**src/pipe_slot_pkg.sv**
```systemverilog
// Purpose: Shared types and constants for the pipeline slot controller.
// Assumes: One slot per clk_sys cycle; schedules shift toward bit 0.
// Notes:   Schedule masks are loaded one slot after decode, so a stage
//          at decode+k sits in mask bit k-1.
package pipe_slot_pkg;

    ////////////////////////////////////////////////////////////////////
    // Instruction classes seen at the decode stage
    typedef enum logic [3:0] {
        CLS_PLAIN,
        CLS_MEM_LOGIC,
        CLS_MEM_TEST,
        CLS_TEST_SET,
        CLS_SHIFT,
        CLS_SHIFT_FLAG,
        CLS_FLAG_SET,
        CLS_SYS_MOVE,
        CLS_BR_COND,
        CLS_BR_COND_DLY,
        CLS_JUMP,
        CLS_CALL
    } cls_t;

    ////////////////////////////////////////////////////////////////////
    // Schedule width and stage masks
    localparam int         SCH_W         = 6;
    localparam logic [5:0] SCH_NONE      = 6'h00;
    localparam logic [5:0] ACC_TWICE     = 6'h0A;   // Decode+2 and +4
    localparam logic [5:0] ACC_TRIPLE    = 6'h0E;   // Decode+2, +3, +4
    localparam logic [5:0] WRITE_LATE    = 6'h10;   // Decode+5
    localparam logic [5:0] WRITE_EARLY   = 6'h04;   // Decode+3
    localparam logic [5:0] REDIRECT_SLOT = 6'h02;   // Slot after execute

    ////////////////////////////////////////////////////////////////////
    // Decode holds and discard counts, in slots
    localparam logic [1:0] HOLD_NONE      = 2'h0;
    localparam logic [1:0] HOLD_MEM_LOGIC = 2'h2;
    localparam logic [1:0] HOLD_TSET_DSP  = 2'h3;
    localparam logic [1:0] HOLD_SYS_DSP   = 2'h2;
    localparam logic [1:0] HOLD_JUMP      = 2'h1;
    localparam logic [1:0] SQ_NONE        = 2'h0;
    localparam logic [1:0] SQ_TAKEN       = 2'h2;
    localparam logic [1:0] SQ_AFTER_SLOT  = 2'h1;

    ////////////////////////////////////////////////////////////////////
    // Reset values
    localparam logic       RST_READY = 1'b1;
    localparam logic [1:0] RST_HOLD  = 2'h0;

endpackage

```
**src/pipe_slot_ctl.sv**
```systemverilog
// Purpose: Slot sequencing, decode stalls, discards and shared memory
//          port arbitration for a five-stage integer pipeline.
// Assumes: Decoder presents one classified instruction per slot; all
//          inputs come from logic on clk_sys.
// Notes:   Data access always wins the port; fetch waits out every data slot.
`timescale 1ns/1ps

module pipe_slot_ctl
    import pipe_slot_pkg::*;
(
    // Clock and reset
    input  wire logic clk_sys,
    input  wire logic srst,
    // Configuration
    input  wire logic dsp_mode,
    // Decode offer
    input  wire logic dec_valid,
    input  cls_t      dec_class,
    input  wire logic dec_reads_status,
    input  wire logic dec_rpt_ctl,
    input  wire logic dec_br_on_true,
    input  wire logic cond_flag,
    // Fetch request
    input  wire logic fetch_req,
    // Slot outputs
    output logic      dec_ready_r,
    output logic      status_busy_r,
    output logic      discard_r,
    output logic      data_sel_r,
    output logic      fetch_grant_r,
    output logic      reg_wb_r,
    output logic      flag_wb_r,
    output logic      redirect_r
);

    ////////////////////////////////////////////////////////////////////
    // State
    typedef struct packed {
        logic             rdy;
        logic [1:0]       hold;
        logic [SCH_W-1:0] msch;
        logic [SCH_W-1:0] wsch;
        logic [SCH_W-1:0] fsch;
        logic [SCH_W-1:0] rsch;
        logic [1:0]       sqc;
        logic             sqs;
        logic             srb;
        logic             disc;
        logic             fg;
    } st_t;

    st_t  st_r;
    st_t  st_nxt;
    logic kill;
    logic fire;
    logic taken;

    ////////////////////////////////////////////////////////////////////
    // Decode decisions
    // condition resolved at decode
    assign taken = (cond_flag == dec_br_on_true);
    assign kill  = dec_valid && st_r.rdy && (st_r.sqc != SQ_NONE) && !st_r.sqs;
    assign fire  = dec_valid && st_r.rdy && !kill
                   && !(dec_reads_status && st_r.srb);

    ////////////////////////////////////////////////////////////////////
    // Next state
    always_comb begin
        logic [1:0]       h;
        logic [SCH_W-1:0] m;
        logic [SCH_W-1:0] w;
        logic [SCH_W-1:0] f;
        logic [SCH_W-1:0] r;
        logic [1:0]       q;
        logic             qs;
        logic             load_sq;
        h       = HOLD_NONE;
        m       = SCH_NONE;
        w       = SCH_NONE;
        f       = SCH_NONE;
        r       = SCH_NONE;
        q       = SQ_NONE;
        qs      = 1'b0;
        load_sq = 1'b0;
        unique case (dec_class)
            CLS_PLAIN: begin
                h = HOLD_NONE;
            end
            CLS_MEM_LOGIC: begin
                m = ACC_TWICE;
                h = HOLD_MEM_LOGIC;
            end
            CLS_MEM_TEST: begin
                m = ACC_TWICE;
                f = WRITE_LATE;
            end
            CLS_TEST_SET: begin
                m = ACC_TRIPLE;
                f = WRITE_LATE;
                h = dsp_mode ? HOLD_TSET_DSP : HOLD_NONE;
            end
            CLS_SHIFT: begin
                w = WRITE_EARLY;
            end
            CLS_SHIFT_FLAG: begin
                w = WRITE_EARLY;
                f = WRITE_EARLY;
            end
            CLS_FLAG_SET: begin
                f = WRITE_EARLY;
            end
            CLS_SYS_MOVE: begin
                w = WRITE_EARLY;
                h = (dsp_mode && dec_rpt_ctl) ? HOLD_SYS_DSP : HOLD_NONE;
            end
            CLS_BR_COND: begin
                if (taken) begin
                    r       = REDIRECT_SLOT;
                    q       = SQ_TAKEN;
                    load_sq = 1'b1;
                end
            end
            CLS_BR_COND_DLY: begin
                if (taken) begin
                    // keep delay slot, drop the next
                    r       = REDIRECT_SLOT;
                    q       = SQ_AFTER_SLOT;
                    qs      = 1'b1;
                    load_sq = 1'b1;
                end
            end
            CLS_JUMP: begin
                // delay slot decode waits one slot
                r = REDIRECT_SLOT;
                h = HOLD_JUMP;
            end
            CLS_CALL: begin
                // link write, drop after delay slot
                r       = REDIRECT_SLOT;
                w       = WRITE_EARLY;
                q       = SQ_AFTER_SLOT;
                qs      = 1'b1;
                load_sq = 1'b1;
            end
        endcase

        st_nxt = st_r;
        // Schedules advance one slot every cycle
        st_nxt.msch = st_r.msch >> 1;
        st_nxt.wsch = st_r.wsch >> 1;
        st_nxt.fsch = st_r.fsch >> 1;
        st_nxt.rsch = st_r.rsch >> 1;
        st_nxt.disc = kill;

        // Hold countdown; only a fresh decode reloads it
        if (!st_r.rdy) begin
            if (st_r.hold == HOLD_NONE) begin
                st_nxt.rdy = 1'b1;
            end else begin
                st_nxt.hold = st_r.hold - 2'h1;
            end
        end

        // Discard bookkeeping for branch shadows
        if (kill) begin
            st_nxt.sqc = st_r.sqc - 2'h1;
        end
        if (fire && st_r.sqs) begin
            st_nxt.sqs = 1'b0;
        end

        if (fire) begin
            st_nxt.msch = (st_r.msch >> 1) | m;
            st_nxt.wsch = (st_r.wsch >> 1) | w;
            st_nxt.fsch = (st_r.fsch >> 1) | f;
            st_nxt.rsch = (st_r.rsch >> 1) | r;
            if (h != HOLD_NONE) begin
                st_nxt.rdy  = 1'b0;
                st_nxt.hold = h - 2'h1;
            end
            if (load_sq) begin
                st_nxt.sqc = q;
                st_nxt.sqs = qs;
            end
        end

        // busy until the status write slot has passed
        st_nxt.srb = |st_nxt.fsch;

        // data first, fetch postponed while a data slot holds the port
        st_nxt.fg = fetch_req && !st_nxt.msch[0];
    end

    ////////////////////////////////////////////////////////////////////
    // State register
    always_ff @(posedge clk_sys) begin
        if (srst) begin
            st_r      <= '0;
            st_r.rdy  <= RST_READY;
            st_r.hold <= RST_HOLD;
        end else begin
            st_r <= st_nxt;
        end
    end

    ////////////////////////////////////////////////////////////////////
    // Outputs straight from state bits
    assign dec_ready_r   = st_r.rdy;
    assign status_busy_r = st_r.srb;
    assign discard_r     = st_r.disc;
    assign data_sel_r    = st_r.msch[0];
    assign fetch_grant_r = st_r.fg;
    assign reg_wb_r      = st_r.wsch[0];
    assign flag_wb_r     = st_r.fsch[0];
    assign redirect_r    = st_r.rsch[0];
endmodule

```
**config.mk**
```make
export PLATFORM = sky130hd
export DESIGN_NAME = pipe_slot_ctl
export DESIGN_NICKNAME = d
export VERILOG_FILES = /design/src/pipe_slot_pkg.sv /design/src/pipe_slot_ctl.sv
export SDC_FILE = /design/constraint.sdc
export NUM_CORES = 1
export LEC_CHECK = 0
export CORE_ASPECT_RATIO = 1.4
export CORE_MARGIN = 2
export CORE_UTILIZATION = 50
export CTS_CLUSTER_DIAMETER = 60
export DETAILED_ROUTE_END_ITERATION = 6
export DONT_BUFFER_PORTS = 1
export GPL_TIMING_DRIVEN = 1
export PLACE_DENSITY = 0.66
export SLEW_MARGIN = 10
export SYNTH_ARGS = -nofsm -noshare
export SYNTH_HDL_FRONTEND = slang
export SYNTH_SLANG_ARGS = --single-unit
```
**constraint.sdc**
```tcl
create_clock -name clk_sys -period 1.5 [get_ports clk_sys]
set_input_delay 0.225 -clock clk_sys [delete_from_list [all_inputs] [get_ports clk_sys]]
set_output_delay 0.225 -clock clk_sys [all_outputs]
set_load 0.02 [all_outputs]
```
==> flow_summary.yaml <==
pwr:
  p_sw_mw: 0.295
  seq_power_share: 0.576
  p_sw_frac: 0.257
  pwr-share-comb: 0.186
  pwr-share-clk: 0.238
  cellPowerDensity_nw_per_um2: 1070
  power_leakage_nw: 0.412
  power.internal_mw: 0.854
  max-vdd-ir-drop_uv: 499
  total_power_mw: 1.15
sta:
  rsz0062_at_grt: "true"
  relSlewSlack: 0.576
  setup_viol: 0
  timing.final.hold_violations: 0
  layout_min_cycle_time_ns: 1.41
  slew_violations: 0
  fin_crit_sh: 0.943
  skew_ns: 0.00133
  whs_ns: 0.0187
  worstMarginPinSlew_ns: 0.634
  fmax_mhz: 707
clocking:
  cts_sinks: 23
  cts_tree: "done"
  clock_latency_ns: 0.30
  cts-htree-levels: 1
  clk_path_buf_depth: 2
  cts_buffers: 3
  path_clk_slew_ns: 0.12
  root_buffer: "clkbuf_4"
worst_setup_path:
  path_cells: "inv_1 > ha_2 > o2111ai_1 > or3_4 > o211a_1"
  cp_max_fo: 3
  r2r_cells: 5
  r2r_setup_slack_ns: 0.09
  path_class: "reg2reg"
  critPathMaxStageDelay_ns: 0.43
  critPathArrivalTime_ns: 1.62
  required_ns: 1.71
  endpoint_kind: "flip-flop"
  timing.rr.start: "st_r[4]$_SDFF_PP0_"
  cp-start-kind: "flip-flop"
  startpoint: "st_r[4]$_SDFF_PP0_"
  cpMaxStageDelayCell: "or3_4"
status:
  outcome: "completed"
finish:
  drive_gt1_frac: 0.245
  seq_area_um2: 462
  nFillCells: 178
  nNetsFinal: 121
  instances_no_fill: 126
  multi_input_area_um2: 484
  final_cell_mix: "dfxtp_1 (22), nor2b_1 (9), nor2_1 (7), inv_1 (6), nand2_1 (6)"
  synthToLayoutAreaGrowth_pct: 10.2
  diodes: 0
  design_area_um2: 1080
  layout_commonest_cell: "dfxtp_1"
place:
  gp_congestion: 0.744
  placed_cells: 118
  placed_area_um2: 1000
  dpl.hpwl_mm: 1.21
  port_buffers: 0
routing:
  drcViolationCount: 0
  ant_nets: 0
  drt-vias-per-instance: 5.64
  first_iter_violations: 13
  drt_pass1_iterations: 2
  wirelength_mm: 1.68
  routedWlPerCell_um: 13.4
  vias: 711
worst_hold_path:
  hold_class: "in2reg"
  hold_path_depth: 1
  hold_start: "srst"
die:
  initial_core_util: 0.542
  core_area_um2: 1800
  io_pins: 21
  fp.dieH_um: 56.3
  die_x_um: 41.4
  dieArea_um2: 2330
  num_rows: 18
global_route:
  grt_pass1_wl_mm: 2.79
  grt_usage: 0.171
  grt_pass1_vias: 659
  overflow: 0
  antenna_found_initial: 0
  grt_max_degree: 16
yosys:
  synth_cells: 99
  netlist-cell-type-count: 42
  synth_area_leader_cell: "dfxtp_1"
  avgSynthCellArea_um2: 9.87
  synth_warnings: 0
  synth_seq_cells: 23
  synth.area.top_cells: "dfxtp_1 (47%), nor2b_1 (5.8%), a2111oi_4 (2.8%), nor2_1 (2.7%), inv_1 (2.3%)"
  yosysTopAreaCellShare: 0.471
  synthesis.nets: 113
  ys_seq_area_frac: 0.471
  netlist_area_um2: 977
flow_run:
  cap_violations: 0
[cells by family after synthesis]
| family | count (synthesis) | synth area share |
|---|---|---|
| and+or+nand+nor | 40 | 0.251 |
| adders and majority gates | 1 | 0.0128 |
| buffers and inverters | 10 | 0.0486 |
| DFF | 23 | 0.471 |
| xor gates and xnor gates | 2 | 0.0179 |
| AOI/OAI and AO/OA | 23 | 0.198 |
[registers in the layout (all words and copies together), names as in the netlist, named ones only]
name           count
status_busy_r      1
dec_ready_r        1
discard_r          1
flag_wb_r          1
st_r              14
reg_wb_r           1
redirect_r         1
data_sel_r         1
fetch_grant_r      1
[worst max-delay path: cells and delay by family (launching register included)]
family	cells	cell delay, ns
flip-flops	1	0.33
buffers and inverters	1	0.08
AND/OR/NAND/NOR	1	0.43
adder cells (fa/ha/maj)	1	0.19
AO/OA/AOI/OAI	2	0.28
[Yosys cell counts (all sizes together)]
master / number
dfxtp: 23
nor2b: 10
nand2: 7
nor2: 7
a21oi: 6
inv: 6
o21ai: 5
and2b: 3
buf: 3
and2: 2
nor3b: 2
nor4: 2
xnor2: 2
a2111oi: 1
a21o: 1
a311oi: 1
a31oi: 1
and3: 1
and4b: 1
and4bb: 1
clkbuf: 1
ha: 1
nand3: 1
nand3b: 1
nor3: 1
o2111a: 1
o2111ai: 1
o211a: 1
o21a: 1
o21bai: 1
o22ai: 1
o2bb2ai: 1
o31ai: 1
or3: 1
[path summary, 6_finish.rpt]
kind | endpoint
worst max-delay path | st_r[5]$_SDFF_PP0_
worst min-delay path | st_r[25]$_SDFF_PP0_
worst max register to register | st_r[5]$_SDFF_PP0_
worst min register to register | fetch_grant_r$_SDFF_PP0_
[power by group through the flow]
stage	Combinational (mW)	Sequential [mW]	Clock (mW)
after global placement	0.172	0.674	0
after floorplan	0.151	0.676	0
after CTS	0.188	0.661	0.278
after global routing	0.237	0.666	0.307
after detailed placement	0.176	0.675	0
final	0.214	0.662	0.274
[metal layers]
| layer | up-vias | GRT usage | wire [µm] | share of wire |
|---|---|---|---|---|
| li1 | 357 | - | - | - |
| met2 | 18 | 0.248 | 788 | 0.47 |
| met1 | 332 | 0.238 | 767 | 0.46 |
| met5 | - | 0 | 0 | 0 |
| met3 | 4 | 0.0277 | 69 | 0.041 |
| met4 | 0 | 0.0829 | 58 | 0.034 |
[through the flow]
| stage | utilization | setup TNS, ns | worst slack [ns] |
|---|---|---|---|
| after global placement | 0.555 | 0 | 0.144 |
| after detailed placement | 0.555 | 0 | 0.0824 |
| final | 0.598 | 0 | 0.0860 |
| after global routing | 0.598 | -0.0291 | -0.0196 |
| after CTS | 0.581 | 0 | 0.0433 |
| after floorplan | - | 0 | 0.129 |
[repair_timing]
item	CTS	global route
gates resized for setup	0	5
hold buffers	2	0
setup buffers	0	2
endpoints found under the setup margin	0	4
hold endpoints to repair	15	0
[cell type report]
type / instances / area share
clock buffer: 4 / 0.0244
multi-input combinational: 66 / 0.449
timing repair buffer: 7 / 0.0534
inverter: 6 / 0.0209
tap: 20 / 0.0232
sequential: 23 / 0.429
Power figures use the tool's default switching activity.
